**src/include/aosp_pkg.sv**
```systemverilog
// Shared constants and carrier types for the arbitrary-order polling decoder
`default_nettype none
package aosp_pkg;

	// ==========================================================
	// Register indices (byte address is four times the index)
	localparam logic [7:0] REG_TICK_IDX    = 8'h01;
	localparam logic [7:0] REG_STATUS_IDX  = 8'h02;
	localparam logic [7:0] REG_HELD_IDX    = 8'h03;
	localparam logic [7:0] REG_CFG_C_IDX   = 8'h09;
	localparam logic [7:0] REG_OUTCFG_IDX  = 8'h14;

	// ==========================================================
	// Field positions
	localparam int TICK_LEN_LSB    = 0;
	localparam int TICK_LEN_W      = 12;
	localparam int NODE_LSB        = 16;
	localparam int LBIST_DIS_BIT   = 0;
	localparam int COIL_DIS_BIT    = 1;
	localparam int NO_SAMPLE_BIT   = 0;
	localparam int SAMPLE_ADR_BIT  = 1;
	localparam int DIAG_ADR_BIT    = 2;
	localparam int ST_BUSY_BIT     = 0;
	localparam int ST_HELD_BIT     = 1;
	localparam int ST_ID_LSB       = 2;
	localparam int ST_FUNC_LSB     = 4;
	localparam int ST_LEVEL_LSB    = 8;

	// ==========================================================
	// Reset values
	localparam logic [11:0] TICK_LEN_RST = 12'h12C;
	localparam logic [1:0]  NODE_RST     = 2'h0;
	localparam logic [1:0]  CFG_C_RST    = 2'h0;
	localparam logic [2:0]  OUTCFG_RST   = 3'h0;

	// ==========================================================
	// Pulse lengths in ticks
	localparam logic [7:0] OUT_MIN      = 8'h0F;
	localparam logic [7:0] OUT_MAX      = 8'h13;
	localparam logic [7:0] SMP_MIN      = 8'h1F;
	localparam logic [7:0] SMP_MAX      = 8'h27;
	localparam logic [7:0] DIAG_MIN     = 8'h38;
	localparam logic [7:0] DIAG_MAX     = 8'h46;
	localparam logic [7:0] INC_MIN      = 8'h01;
	localparam logic [7:0] INC_MAX      = 8'h04;
	localparam logic [7:0] ID_END_TICKS = 8'h12;
	localparam logic [7:0] SYNC_TICKS   = 8'h38;
	localparam logic [1:0] ID_MAX       = 2'h3;

	// ==========================================================
	// Reply timing
	localparam real         CLK_PERIOD_NS   = 10.0;
	localparam real         T_REPLY_MIN_US  = 70.4;
	localparam int unsigned REPLY_MIN_CYC   =
		int'($ceil(T_REPLY_MIN_US * 1000.0 / CLK_PERIOD_NS));

	localparam int MEAS_W = 16;

	typedef enum logic [1:0] {
		FN_NONE   = 2'h0,
		FN_OUTPUT = 2'h1,
		FN_SAMPLE = 2'h2,
		FN_DIAG   = 2'h3
	} aosp_func_t;

	typedef struct packed {
		logic              from_hold;
		logic [1:0]        node;
		logic [MEAS_W-1:0] data;
	} aosp_reply_t;

	typedef struct packed {
		logic start;
		logic lbist_en;
		logic coil_en;
	} aosp_diag_t;

endpackage
`default_nettype wire

```
**src/aosp_fifo.sv**
```systemverilog
// Small valid/ready FIFO holding reply words for the frame generator
`default_nettype none
module aosp_fifo #(
	parameter int W     = 19,
	parameter int DEPTH = 4
) (
	input  wire logic                   pclk,
	input  wire logic                   presetn,
	input  wire logic                   in_valid,
	output logic                        in_ready,
	input  wire logic [W-1:0]           in_data,
	output logic                        out_valid,
	input  wire logic                   out_ready,
	output logic [W-1:0]                out_data,
	output logic [$clog2(DEPTH+1)-1:0]  level
);
	localparam int AW = $clog2(DEPTH);
	localparam int CW = $clog2(DEPTH + 1);

	logic [W-1:0]  mem_q [DEPTH];
	logic [AW-1:0] wr_q;
	logic [AW-1:0] rd_q;
	logic [CW-1:0] cnt_q;
	logic          push;
	logic          pop;

	assign in_ready  = (cnt_q != CW'(DEPTH));
	assign out_valid = (cnt_q != '0);
	assign push      = in_valid & in_ready;
	assign pop       = out_valid & out_ready;
	assign out_data  = mem_q[rd_q];
	assign level     = cnt_q;

	always_ff @(posedge pclk or negedge presetn) begin
		if (!presetn) begin
			for (int i = 0; i < DEPTH; i++) begin
				mem_q[i] <= '0;
			end
		end else if (push) begin
			mem_q[wr_q] <= in_data;
		end
	end

	always_ff @(posedge pclk or negedge presetn) begin
		if (!presetn) begin
			wr_q  <= '0;
			rd_q  <= '0;
			cnt_q <= '0;
		end else begin
			if (push) begin
				wr_q <= (wr_q == AW'(DEPTH - 1)) ? '0 : wr_q + AW'(1);
			end
			if (pop) begin
				rd_q <= (rd_q == AW'(DEPTH - 1)) ? '0 : rd_q + AW'(1);
			end
			if (push && !pop) begin
				cnt_q <= cnt_q + CW'(1);
			end else if (pop && !push) begin
				cnt_q <= cnt_q - CW'(1);
			end
		end
	end

endmodule
`default_nettype wire

```
**src/aosp_decoder.sv**
```systemverilog
// Arbitrary-order polling decoder: pulse classifier, id counter, APB registers
// ==========================================================
// How it works
// - After an addressing pulse the host sends 0 to 3 short id increment pulses and we count them.
// - A high line of 18 ticks after the last increment pulse closes the id sequence.
// - A reply is held back until 70.4 us will have passed from the function pulse rise to the end of sync.
// - Only the node whose number equals the counted increments replies; all others stay silent.
// - An output request replies with held data if any exists, otherwise with freshly sampled data.
// - With hold bypass set, nothing is ever held and replies always carry fresh data.
// - A sample pulse latches the measurement at its rising edge unless hold bypass is set.
// - Sample addressing 0 makes the sample pulse broadcast with no reply; 1 also addresses a node.
// - A self-test pulse starts diagnostics; logic and coil tests each have a disable bit.
// - Diag addressing 0 starts tests at once on all nodes, 1 only on the addressed node, never replying.
// - Low lengths 15-19, 31-39 and 56-70 ticks select output, sample and self-test.
`default_nettype none
module aosp_decoder #(
	parameter int unsigned FIFO_DEPTH    = 4,
	parameter int unsigned REPLY_MIN_CYC = aosp_pkg::REPLY_MIN_CYC
) (
	input  wire logic                        pclk,
	input  wire logic                        presetn,
	input  wire logic                        psel,
	input  wire logic                        penable,
	input  wire logic                        pwrite,
	input  wire logic [7:0]                  paddr,
	input  wire logic [31:0]                 pwdata,
	output logic      [31:0]                 prdata,
	output logic                             pready,
	output logic                             pslverr,
	input  wire logic                        sent_in,
	input  wire logic [aosp_pkg::MEAS_W-1:0] meas_data,
	output logic                             reply_valid,
	input  wire logic                        reply_ready,
	output aosp_pkg::aosp_reply_t            reply_word,
	output aosp_pkg::aosp_diag_t             diag_req
);

	// ==========================================================
	// Types and addresses
	typedef enum logic [4:0] {
		ST_IDLE     = 5'b00001,
		ST_FUNC_LOW = 5'b00010,
		ST_ID_GAP   = 5'b00100,
		ST_ID_LOW   = 5'b01000,
		ST_REPLY    = 5'b10000
	} aosp_state_t;

	localparam int LVL_W = $clog2(FIFO_DEPTH + 1);
	localparam logic [7:0] A_TICK   = {aosp_pkg::REG_TICK_IDX[5:0], 2'b00};
	localparam logic [7:0] A_STATUS = {aosp_pkg::REG_STATUS_IDX[5:0], 2'b00};
	localparam logic [7:0] A_HELD   = {aosp_pkg::REG_HELD_IDX[5:0], 2'b00};
	localparam logic [7:0] A_CFG_C  = {aosp_pkg::REG_CFG_C_IDX[5:0], 2'b00};
	localparam logic [7:0] A_OUTCFG = {aosp_pkg::REG_OUTCFG_IDX[5:0], 2'b00};

	// ==========================================================
	// Configuration registers
	logic [11:0]                 tick_len_q;
	logic [1:0]                  node_q;
	logic                        lbist_dis_q;
	logic                        coil_dis_q;
	logic                        no_sample_q;
	logic                        sample_adr_q;
	logic                        diag_adr_q;
	logic                        wr_en;

	assign wr_en = psel & penable & pwrite;

	always_ff @(posedge pclk or negedge presetn) begin
		if (!presetn) begin
			tick_len_q   <= aosp_pkg::TICK_LEN_RST;
			node_q       <= aosp_pkg::NODE_RST;
			lbist_dis_q  <= aosp_pkg::CFG_C_RST[0];
			coil_dis_q   <= aosp_pkg::CFG_C_RST[1];
			no_sample_q  <= aosp_pkg::OUTCFG_RST[0];
			sample_adr_q <= aosp_pkg::OUTCFG_RST[1];
			diag_adr_q   <= aosp_pkg::OUTCFG_RST[2];
		end else if (wr_en) begin
			unique case (paddr)
				A_TICK: begin
					// A zero tick length would stall the prescaler
					tick_len_q <= (pwdata[11:0] == 12'h000) ? 12'h001 : pwdata[11:0];
					node_q     <= pwdata[aosp_pkg::NODE_LSB +: 2];
				end
				A_CFG_C: begin
					lbist_dis_q <= pwdata[aosp_pkg::LBIST_DIS_BIT];
					coil_dis_q  <= pwdata[aosp_pkg::COIL_DIS_BIT];
				end
				A_OUTCFG: begin
					no_sample_q  <= pwdata[aosp_pkg::NO_SAMPLE_BIT];
					sample_adr_q <= pwdata[aosp_pkg::SAMPLE_ADR_BIT];
					diag_adr_q   <= pwdata[aosp_pkg::DIAG_ADR_BIT];
				end
				default: begin
				end
			endcase
		end
	end

	// ==========================================================
	// Line synchroniser and edges
	logic line_s1_q;
	logic line_s2_q;
	logic line_q;
	logic fall_w;
	logic rise_w;

	always_ff @(posedge pclk or negedge presetn) begin
		if (!presetn) begin
			line_s1_q <= 1'b1;
			line_s2_q <= 1'b1;
			line_q    <= 1'b1;
		end else begin
			line_s1_q <= sent_in;
			line_s2_q <= line_s1_q;
			line_q    <= line_s2_q;
		end
	end

	assign fall_w = line_q & ~line_s2_q;
	assign rise_w = ~line_q & line_s2_q;

	// ==========================================================
	// Tick prescaler, restarted on every edge so lengths are whole ticks
	logic [11:0] pre_q;
	logic [7:0]  ticks_q;
	logic        tick_w;

	assign tick_w = (pre_q == tick_len_q - 12'h001);

	always_ff @(posedge pclk or negedge presetn) begin
		if (!presetn) begin
			pre_q   <= 12'h000;
			ticks_q <= 8'h00;
		end else if (fall_w || rise_w) begin
			pre_q   <= 12'h000;
			ticks_q <= 8'h00;
		end else if (tick_w) begin
			pre_q <= 12'h000;
			if (ticks_q != 8'hFF) begin
				ticks_q <= ticks_q + 8'h01;
			end
		end else begin
			pre_q <= pre_q + 12'h001;
		end
	end

	// ==========================================================
	// Pulse classification
	aosp_pkg::aosp_func_t func_w;
	logic                 inc_ok_w;
	logic [7:0]           ticks_now_w;

	function automatic logic in_rng(input logic [7:0] t, input logic [7:0] lo, input logic [7:0] hi);
		in_rng = (t >= lo) && (t <= hi);
	endfunction

	// Count the tick ending on this edge, else exact lengths read one short
	assign ticks_now_w = (tick_w && ticks_q != 8'hFF) ? ticks_q + 8'h01 : ticks_q;

	always_comb begin
		func_w = aosp_pkg::FN_NONE;
		if (in_rng(ticks_now_w, aosp_pkg::OUT_MIN, aosp_pkg::OUT_MAX)) begin
			func_w = aosp_pkg::FN_OUTPUT;
		end else if (in_rng(ticks_now_w, aosp_pkg::SMP_MIN, aosp_pkg::SMP_MAX)) begin
			func_w = aosp_pkg::FN_SAMPLE;
		end else if (in_rng(ticks_now_w, aosp_pkg::DIAG_MIN, aosp_pkg::DIAG_MAX)) begin
			func_w = aosp_pkg::FN_DIAG;
		end
	end

	assign inc_ok_w = in_rng(ticks_now_w, aosp_pkg::INC_MIN, aosp_pkg::INC_MAX);

	// ==========================================================
	// Sequencer
	aosp_state_t          state_q;
	aosp_pkg::aosp_func_t last_func_q;
	logic [1:0]           id_cnt_q;
	logic                 is_diag_q;
	logic [15:0]          since_q;
	logic [31:0]          ready_at_w;
	logic                 time_ok_w;
	logic                 push_w;
	logic                 fifo_in_ready;
	logic                 diag_ok_w;
	logic                 func_rise_w;

	assign func_rise_w = (state_q == ST_FUNC_LOW) && rise_w;
	assign diag_ok_w   = !(lbist_dis_q && coil_dis_q);
	// Sync end lies SYNC_TICKS after the frame start we release
	assign ready_at_w  = 32'(since_q) + 32'(aosp_pkg::SYNC_TICKS) * 32'(tick_len_q);
	assign time_ok_w   = (ready_at_w >= REPLY_MIN_CYC);
	assign push_w      = (state_q == ST_REPLY) && time_ok_w;

	always_ff @(posedge pclk or negedge presetn) begin
		if (!presetn) begin
			since_q <= 16'h0000;
		end else if (func_rise_w) begin
			since_q <= 16'h0000;
		end else if (since_q != 16'hFFFF) begin
			since_q <= since_q + 16'h0001;
		end
	end

	always_ff @(posedge pclk or negedge presetn) begin
		if (!presetn) begin
			state_q     <= ST_IDLE;
			id_cnt_q    <= 2'h0;
			is_diag_q   <= 1'b0;
			last_func_q <= aosp_pkg::FN_NONE;
		end else begin
			unique case (state_q)
				ST_IDLE: begin
					if (fall_w) begin
						state_q <= ST_FUNC_LOW;
					end
				end
				ST_FUNC_LOW: begin
					if (rise_w) begin
						// Out-of-range lows leave the status of the last poll alone
						if (func_w != aosp_pkg::FN_NONE) begin
							last_func_q <= func_w;
							id_cnt_q    <= 2'h0;
							is_diag_q   <= (func_w == aosp_pkg::FN_DIAG);
						end
						unique case (func_w)
							aosp_pkg::FN_OUTPUT: state_q <= ST_ID_GAP;
							aosp_pkg::FN_SAMPLE: state_q <= sample_adr_q ? ST_ID_GAP : ST_IDLE;
							aosp_pkg::FN_DIAG:   state_q <= (diag_adr_q && diag_ok_w) ? ST_ID_GAP : ST_IDLE;
							aosp_pkg::FN_NONE:   state_q <= ST_IDLE;
						endcase
					end
				end
				ST_ID_GAP: begin
					if (fall_w) begin
						state_q <= ST_ID_LOW;
					end else if (ticks_q >= aosp_pkg::ID_END_TICKS) begin
						if (id_cnt_q != node_q) begin
							state_q <= ST_IDLE;
						end else begin
							state_q <= is_diag_q ? ST_IDLE : ST_REPLY;
						end
					end
				end
				ST_ID_LOW: begin
					if (rise_w) begin
						state_q <= ST_ID_GAP;
						if (inc_ok_w && id_cnt_q != aosp_pkg::ID_MAX) begin
							id_cnt_q <= id_cnt_q + 2'h1;
						end
					end
				end
				ST_REPLY: begin
					// A full FIFO stalls here until the frame side drains it
					if (push_w && fifo_in_ready) begin
						state_q <= ST_IDLE;
					end
				end
			endcase
		end
	end

	// ==========================================================
	// Sample and hold
	logic [aosp_pkg::MEAS_W-1:0] held_q;
	logic                        held_valid_q;
	logic                        latch_w;
	logic                        use_hold_w;

	assign latch_w    = func_rise_w && (func_w == aosp_pkg::FN_SAMPLE) && !no_sample_q;
	assign use_hold_w = held_valid_q && !no_sample_q;

	always_ff @(posedge pclk or negedge presetn) begin
		if (!presetn) begin
			held_q       <= '0;
			held_valid_q <= 1'b0;
		end else if (latch_w) begin
			held_q       <= meas_data;
			held_valid_q <= 1'b1;
		end else if (push_w && fifo_in_ready) begin
			held_valid_q <= 1'b0;
		end
	end

	// ==========================================================
	// Reply FIFO towards the frame generator
	aosp_pkg::aosp_reply_t in_word_w;
	logic [LVL_W-1:0]      level_w;

	always_comb begin
		in_word_w.from_hold = use_hold_w;
		in_word_w.node      = node_q;
		in_word_w.data      = use_hold_w ? held_q : meas_data;
	end

	aosp_fifo #(
		.W     ($bits(aosp_pkg::aosp_reply_t)),
		.DEPTH (FIFO_DEPTH)
	) u_fifo (
		.pclk      (pclk),
		.presetn   (presetn),
		.in_valid  (push_w),
		.in_ready  (fifo_in_ready),
		.in_data   (in_word_w),
		.out_valid (reply_valid),
		.out_ready (reply_ready),
		.out_data  (reply_word),
		.level     (level_w)
	);

	// ==========================================================
	// Self-test request
	logic diag_fire_w;

	assign diag_fire_w = diag_ok_w && (
		(func_rise_w && func_w == aosp_pkg::FN_DIAG && !diag_adr_q) ||
		(state_q == ST_ID_GAP && is_diag_q && !fall_w &&
		 ticks_q >= aosp_pkg::ID_END_TICKS && id_cnt_q == node_q));

	always_ff @(posedge pclk or negedge presetn) begin
		if (!presetn) begin
			diag_req <= '0;
		end else begin
			diag_req.start    <= diag_fire_w;
			diag_req.lbist_en <= diag_fire_w && !lbist_dis_q;
			diag_req.coil_en  <= diag_fire_w && !coil_dis_q;
		end
	end

	// ==========================================================
	// APB read side, answered in the access phase without wait states
	logic [31:0] rdata_d;
	logic        err_d;
	logic [31:0] status_w;

	always_comb begin
		status_w = 32'h0000_0000;
		status_w[aosp_pkg::ST_BUSY_BIT]       = (state_q != ST_IDLE);
		status_w[aosp_pkg::ST_HELD_BIT]       = held_valid_q;
		status_w[aosp_pkg::ST_ID_LSB +: 2]    = id_cnt_q;
		status_w[aosp_pkg::ST_FUNC_LSB +: 2]  = last_func_q;
		status_w[aosp_pkg::ST_LEVEL_LSB +: LVL_W] = level_w;
	end

	always_comb begin
		rdata_d = 32'h0000_0000;
		err_d   = 1'b0;
		unique case (paddr)
			A_TICK:   rdata_d = {14'h0000, node_q, 4'h0, tick_len_q};
			A_STATUS: rdata_d = status_w;
			A_HELD:   rdata_d = 32'(held_q);
			A_CFG_C:  rdata_d = {30'h0000_0000, coil_dis_q, lbist_dis_q};
			A_OUTCFG: rdata_d = {29'h0000_0000, diag_adr_q, sample_adr_q, no_sample_q};
			default:  err_d   = 1'b1;
		endcase
	end

	always_ff @(posedge pclk or negedge presetn) begin
		if (!presetn) begin
			prdata  <= 32'h0000_0000;
			pslverr <= 1'b0;
		end else if (psel && !penable) begin
			prdata  <= pwrite ? 32'h0000_0000 : rdata_d;
			pslverr <= err_d;
		end
	end

	assign pready = 1'b1;
endmodule
`default_nettype wire

```
**config.mk**
```make
export PLATFORM = sky130hd
export DESIGN_NAME = aosp_decoder
export DESIGN_NICKNAME = d
export VERILOG_FILES = /design/src/include/aosp_pkg.sv /design/src/aosp_fifo.sv /design/src/aosp_decoder.sv
export SDC_FILE = /design/constraint.sdc
export NUM_CORES = 1
export LEC_CHECK = 0
export BUFFER_PORTS_ARGS = -buffer_cell sky130_fd_sc_hd__clkbuf_2
export CAP_MARGIN = 20
export CELL_PAD_IN_SITES_DETAIL_PLACEMENT = 1
export CELL_PAD_IN_SITES_GLOBAL_PLACEMENT = 1
export CORE_UTILIZATION = 47
export DETAILED_ROUTE_END_ITERATION = 6
export PLACE_DENSITY = 0.77
export SYNTH_ARGS = -nofsm -noshare
export SYNTH_HDL_FRONTEND = slang
export SYNTH_SLANG_ARGS = --single-unit
```
**constraint.sdc**
```tcl
create_clock -name pclk -period 7 [get_ports pclk]
set_clock_uncertainty 0.2 [all_clocks]
set_input_delay 1.4 -clock pclk [delete_from_list [all_inputs] [get_ports pclk]]
set_output_delay 1.4 -clock pclk [all_outputs]
set_load 0.01 [all_outputs]
```
==> results of run 1 <==
==> cells in the final DEF, fill, tap and decap left out, drive strengths merged, types with 9 or more instances in the layout <==
master	n
nor3	16
clkbuf	103
mux4	19
a22o	15
and3	15
nor2	80
mux2	106
inv	49
xnor2	34
conb	15
a211oi	10
buf	11
nand2b	12
a21o	12
nor4	9
a21oi	29
nand3	25
fa	14
xor2	30
dfrtp	182
o21ai	51
ha	53
mux2i	12
nand2	123
==> how the worst max path moves through the flow <==
stage / slack (ns) / endpoint / depth (start not counted)
3_3_place_gp: 0.91 / u_fifo.level[1]$_DFFE_PN0P_ / 22
4_1_cts: 0.59 / u_fifo.level[1]$_DFFE_PN0P_ / 22
3_5_place_dp: 0.75 / u_fifo.level[1]$_DFFE_PN0P_ / 22
5_1_grt: 0.18 / u_fifo.level[1]$_DFFE_PN0P_ / 22
2_1_floorplan: 1.70 / u_fifo.mem_q[0]$_DFFE_PN0P_ / 21
6_report: 0.62 / u_fifo.level[2]$_DFFE_PN0P_ / 22
==> per-layer routing <==
| metal | share of wire, % | GRT usage (%) | vias to the layer above |
|---|---|---|---|
| met4 | 1.9 | 7.28 | 0 |
| met2 | 50 | 45.9 | 152 |
| met3 | 3.7 | 4.49 | 35 |
| met5 | 0 | 0 | - |
| li1 | - | - | 3901 |
| met1 | 44 | 34.5 | 4334 |
==> state kept, by name, summed over array words and instances (netlist names), 2 cells and up <==
name,flops
u_fifo.mem_q,76
prdata,18
held_q,16
since_q,16
pre_q,12
tick_len_q,12
ticks_q,8
state_q,5
diag_req,3
u_fifo.level,3
id_cnt_q,2
last_func_q,2
node_q,2
u_fifo.rd_q,2
u_fifo.wr_q,2
==> layout make-up <==
type                       count  area, µm²  area share [%]
multi-input combinational    790       6130            48.5
sequential                   190       4760            37.7
timing repair buffer          97        567            4.49
clock buffer                  17        425            3.37
tap                          319        399            3.16
clock inverter                15        188            1.49
inverter                      43        161            1.28
==> logic make-up (layout without fill, tap and decap cells) <==
family,count (synthesis),count (layout),share of synthesized area [%]
AOI/OAI and AO/OA,179,179,10.9
xor gates and xnor gates,64,64,4.97
adders and majority gates,67,67,8.37
buffers and inverters,92,172,3.78
DFF,190,190,42.3
muxes,137,137,15.7
other,2,15,0.0666
and+or+nand+nor,328,328,13.9
==> where the power goes <==
group	switching (mW)	internal, mW
Clock	0.506	0.487
Sequential	0.0474	1.13
Combinational	0.205	0.125
Total	0.758	1.74
==> worst register-to-register path, cell delays in order, from the launching register on <==
cell and delay (ns):
dfrtp_1 0.57, fa_1 0.62, ha_1 0.20, inv_1 0.07, fa_1 0.40, nor2b_1 0.13
o21a_1 0.13, o21ai_0 0.11, a31oi_1 0.36, xor2_1 0.15, ha_1 0.37, nand2_1 0.10
o31ai_1 0.42, mux2_2 0.39, o2111ai_1 0.09, o31ai_1 0.20, nor2_1 0.60, ha_1 0.33
inv_1 0.07, fa_1 0.38, xor2_1 0.15, nor2_1 0.12, xor2_1 0.16
==> run_results.csv, run 1 <==
group,metric,value,unit
cts,cts_tree,"yes",
placed_design,portBuffers,86,
cts,htreeDepth,4,
global_route,grt_pass1_wl,50.0,mm
timing,hold_slack,0.162,ns
power_and_ir_drop,pwr_density_cell,198,mW/mm²
final_layout,diodes,0,
logic_synthesis,ys_seq_area_share,42.3,%
critical_path,crit_chain,"fa_1, ha_1, inv_1, fa_1, nor2b_1, o21a_1, o21ai_0, a31oi_1, xor2_1, ha_1, nand2_1, o31ai_1, mux2_2, o2111ai_1, o31ai_1, nor2_1, ha_1, inv_1, fa_1, xor2_1, nor2_1, xor2_1",
drt,via_count,8422,
logic_synthesis,yosys.area.top_type,"dfrtp_1",
critical_path,arrival,6.54,ns
logic_synthesis,synth_seq_cells,190,
timing,finalCritPeriodShare,91.1,%
critical_path,cp_slowest_cell,"fa_1",
timing,rsz0062_at_grt,"no",
drt,post_drt_wl_per_cell,20.9,µm
drt,wirelength,30.8,mm
die,coreArea,0.0235,mm²
outcome,run_status,"completed",
die,die_h,157,µm
logic_synthesis,synth.most_common_cell,"dfrtp_1",
die,num_rows,56,
critical_path,crit_path_start_kind,"flop",
placed_design,dp_slack,0.752,ns
critical_path,path_class,"flop to flop",
min_path,min_to,"line_s2_q$_DFF_PN1_",
placed_design,place_inst,1438,
logic_synthesis,synth_cell_types,78,
critical_path,critPathMaxStageDelay,0.62,ns
placed_design,place_area,0.0120,mm²
logic_synthesis,syn-cell-area,0.0113,mm²
logic_synthesis,synth_edf_count,0,
power_and_ir_drop,p_leak,5.51,nW
global_route,grt_max_degree,92,
cts,cts_setup_buffers,0,
timing,setup_violations,0,
drt,firstDrtPassIters,5,
global_route,grt.overflow.total,0,
critical_path,startpoint,"tick_len_q[0]$_DFFE_PN0P_",
die,start_util,48.0,%
final_layout,layout-drive-gt1-share,23.4,%
final_layout,fin_util,53.8,%
critical_path,crit_fanout,9,
power_and_ir_drop,peakVddDrop,0.000132,V
logic_synthesis,synth_area_per_cell,10.6,µm²
cts,worstSkewPairLatency,0.44,ns
global_route,grtUsageTotal,26.6,%
logic_synthesis,synthDominantCellAreaShare,40.4,%
timing,fmax,0.157,GHz
cts,cts.clk_slew.worst_paths,0.07,ns
timing,hold_viol_final,0,
logic_synthesis,synth_flop_cell,"dfrtp_1",
cts,cts_resized,0,
drt,drt.antenna.violating_nets,0,
critical_path,path_buf_inv,2,
final_layout,layoutNonFillerInstCount,1471,
cts,clock_sinks,190,
timing,fin_setup_tns,0,ns
critical_path,r2r_cells,22,
critical_path,cp-end-kind,"flop",
placed_design,globalplace.congestion,0.822,
die,fp.dieW,157,µm
timing,finalCriticalPeriod,6.38,ns
final_layout,fillers,2554,
timing,relSlewSlack,23.5,%
logic_synthesis,synth_area_leaders,"dfrtp_1 (40%), mux2_2 (9.3%), ha_1 (5.9%), nand2_1 (4.1%), mux4_2 (3.8%)",
min_path,hold_class,"flop to flop",
final_layout,nets,1269,
critical_path,r2r_slack,0.62,ns
global_route,grt_pass1_vias,9099,
timing,layout_setup_ws,0.620,ns
logic_synthesis,yosys_warnings,0,
cts,numCtsBuffers,17,
timing,timing.final.max_slew_violations,0,
critical_path,worstReg2RegEnd,"u_fifo.level[2]$_DFFE_PN0P_",
final_layout,areaGrowthSynthToFinish,12.1,%
logic_synthesis,synthTopCellsByCount,"dfrtp_1 (182), nand2_1 (123), mux2_2 (93), nor2_1 (80), ha_1 (53)",
drt,post-route-drc-count,0,
logic_synthesis,async_reset_ff_share,100,%
min_path,hold_depth,0,
cts,cts_root_buf,"clkbuf_16",
cts,cts_hold_buf,0,
drt,drt_iter0_markers,472,
placed_design,hpwl,21.9,mm
global_route,antenna_found_initial,0,
min_path,min_from,"line_s1_q$_DFF_PN1_",
drt,vias_per_cell,5.73,
cts,clockBufferDepth,2,
die,ios,120,
logic_synthesis,synthCells,1059,
critical_path,critical_path.top_delay_family,"adder cells",
timing,worst_pin_slew,1.15,ns
run,maxCapViolCount,0,
final_layout,design_area,0.0126,mm²
critical_path,cp.required,7.16,ns
power_and_ir_drop,total_power,2.50,mW
die,die_area,0.0246,mm²
critical_path,regToRegStartpoint,"tick_len_q[0]$_DFFE_PN0P_",
(Power assumes the default switching activity.)
==> run 2, diff against run 1 <==
--- a/config.mk
+++ b/config.mk
@@ -6,12 +6,12 @@
 export NUM_CORES = 1
 export LEC_CHECK = 0
 export BUFFER_PORTS_ARGS = -buffer_cell sky130_fd_sc_hd__clkbuf_2
-export CAP_MARGIN = 20
 export CELL_PAD_IN_SITES_DETAIL_PLACEMENT = 1
 export CELL_PAD_IN_SITES_GLOBAL_PLACEMENT = 1
+export CORE_ASPECT_RATIO = 1.1
 export CORE_UTILIZATION = 47
 export DETAILED_ROUTE_END_ITERATION = 6
-export PLACE_DENSITY = 0.77
+export PLACE_DENSITY_LB_ADDON = 0.1
 export SYNTH_ARGS = -nofsm -noshare
 export SYNTH_HDL_FRONTEND = slang
 export SYNTH_SLANG_ARGS = --single-unit
==> run_results.csv, run 2 (same netlist as run 1, synthesis figures left out) <==
group,metric,value,unit
cts,cts_hold_buf,0,
die,num_rows,59,
power_and_ir_drop,internal_power,1.76,mW
drt,drt.antenna.violating_nets,0,
cts,cts_tree,"yes",
power_and_ir_drop,pwr-share-comb,12.8,%
die,coreArea,0.0236,mm²
placed_design,portBuffers,86,
timing,timing.final.max_slew_violations,0,
placed_design,hpwl,21.1,mm
timing,rsz0062_at_grt,"no",
die,ios,120,
critical_path,cp.required,7.11,ns
global_route,grt_pass1_wl,47.3,mm
placed_design,globalplace.congestion,0.825,
run,maxCapViolCount,0,
global_route,grt_pass1_vias,8668,
timing,fin_setup_tns,0,ns
min_path,hold_class,"flop to flop",
die,fp.dieW,150,µm
cts,numCtsBuffers,17,
cts,worstSkewPairLatency,0.44,ns
final_layout,layout-drive-gt1-share,23.6,%
timing,finalCritPeriodShare,85.5,%
die,start_util,47.7,%
power_and_ir_drop,clkPwrFrac,40.3,%
global_route,grt.overflow.total,0,
global_route,grt_max_degree,71,
outcome,run_status,"completed",
timing,hold_slack,0.160,ns
drt,wirelength,29.0,mm
cts,htreeDepth,4,
die,die_h,164,µm
critical_path,crit_fanout,9,
timing,setup_violations,0,
power_and_ir_drop,switching_share,30.0,%
critical_path,path_class,"flop to flop",
cts,cts_setup_buffers,0,
final_layout,reg.largest.list,"u_fifo.mem_q: 76 flops, prdata: 18 flops",
final_layout,largest-register,"u_fifo.mem_q",
cts,cts.clk_slew.worst_paths,0.08,ns
timing,relSlewSlack,29.0,%
drt,post_drt_wl_per_cell,19.8,µm
final_layout,nets,1272,
power_and_ir_drop,p_leak,5.52,nW
drt,via_count,8254,
timing,hold_viol_final,0,
final_layout,diodes,0,
global_route,antenna_found_initial,1,
die,die_area,0.0246,mm²
power_and_ir_drop,p_seq_share,46.9,%
power_and_ir_drop,p_sw,0.754,mW
placed_design,place_area,0.0120,mm²
critical_path,crit_path_start_kind,"flop",
power_and_ir_drop,peakVddDrop,0.000137,V
cts,clockBufferDepth,2,
timing,worst_pin_slew,1.07,ns
cts,cts_root_buf,"clkbuf_16",
critical_path,cp-end-kind,"flop",
critical_path,arrival,6.10,ns
power_and_ir_drop,pwr_density_cell,199,mW/mm²
power_and_ir_drop,total_power,2.51,mW
final_layout,layout_commonest_cell,"dfrtp_1",
cts,cts_resized,0,
final_layout,final_cell_mix,"dfrtp_1 (182), nand2_1 (123), mux2_2 (93), clkbuf_2 (85), nor2_1 (80)",
final_layout,largest_reg_flops,76,
cts,clock_sinks,190,
timing,finalCriticalPeriod,5.99,ns
final_layout,areaGrowthSynthToFinish,11.8,%
timing,fmax,0.167,GHz
drt,post-route-drc-count,0,
drt,firstDrtPassIters,4,
drt,vias_per_cell,5.65,
global_route,grtUsageTotal,25.0,%
drt,drt_iter0_markers,318,
final_layout,design_area,0.0126,mm²
## run 2: cell count changes in the layout (fill, tap and decap cells not counted)
cell / before / now
buf_4: 8 / 14
clkinvlp_4: 3 / 0
buf_12: 2 / 0
buf_16: 1 / 0
clkbuf_8: 1 / 2
clkinv_4: 0 / 1
inv_6: 2 / 3
## run 2: final timing paths
path,startpoint,to,slack [ns],cells after the start
worst max-delay path,tick_len_q[0]$_DFFE_PN0P_,u_fifo.level[1]$_DFFE_PN0P_,1.01,24
worst min-delay path,line_s1_q$_DFF_PN1_,line_s2_q$_DFF_PN1_,0.16,0
worst max register to register,tick_len_q[0]$_DFFE_PN0P_,u_fifo.level[1]$_DFFE_PN0P_,1.01,24
worst min register to register,line_s1_q$_DFF_PN1_,line_s2_q$_DFF_PN1_,0.16,0
max in group asynchronous,presetn,u_fifo.mem_q[6]$_DFFE_PN0P_,4.63,2
min in group asynchronous,presetn,since_q[15]$_DFFE_PN0P_,0.71,1
## run 2: cell type report
cell class,instances,area [µm²]
multi-input combinational,790,6130
tap,305,382
clock buffer,18,439
fill,2604,11000
sequential,190,4760
inverter,43,161
timing repair buffer,100,544
clock inverter,14,183
## run 2: through the flow
| stage | setup WS (ns) | cells | util (%) |
|---|---|---|---|
| 2_1_floorplan | 1.70 | 1072 | - |
| 4_1_cts | 0.999 | 1460 | 53.4 |
| 6_report | 1.01 | 1460 | 53.4 |
| 3_3_place_gp | 1.14 | 1428 | 50.7 |
| 5_1_grt | 0.552 | 1460 | 53.4 |
| 3_5_place_dp | 1.10 | 1428 | 50.7 |
## run 2: power by group through the flow
stage | registers, mW | logic [mW] | clock network, mW
finish | 1.18 | 0.322 | 1.01
global route | 1.18 | 0.373 | 1.07
CTS | 1.18 | 0.328 | 1.04
detailed placement | 1.20 | 0.324 | 0
global placement | 1.20 | 0.317 | 0
floorplan | 1.19 | 0.227 | 0
## run 2: routing by layer
metal	global-route usage, %	vias to the layer above	wire (µm)
li1	-	3912	-
met1	33.1	4191	12800
met2	42.9	122	14600
met3	3.90	27	1100
met4	6.29	2	435
met5	0	-	16
## run 2: worst max-delay path, cell delays in order (launching register included)
cell and delay, ns:
dfrtp_1 0.52, fa_1 0.58, ha_1 0.18, inv_1 0.06, fa_1 0.41, nor2b_1 0.14, o21a_1 0.14, o21ai_0 0.13
a31oi_1 0.41, a21o_1 0.19, a21oi_1 0.08, xnor2_1 0.14, ha_1 0.36, a211oi_1 0.24, o21ai_0 0.12, o211ai_1 0.19
o2111ai_1 0.15, o31ai_1 0.26, buf_4 0.20, nor2_1 0.05, buf_4 0.16, ha_1 0.21, inv_1 0.08, fa_1 0.40
mux2_2 0.28
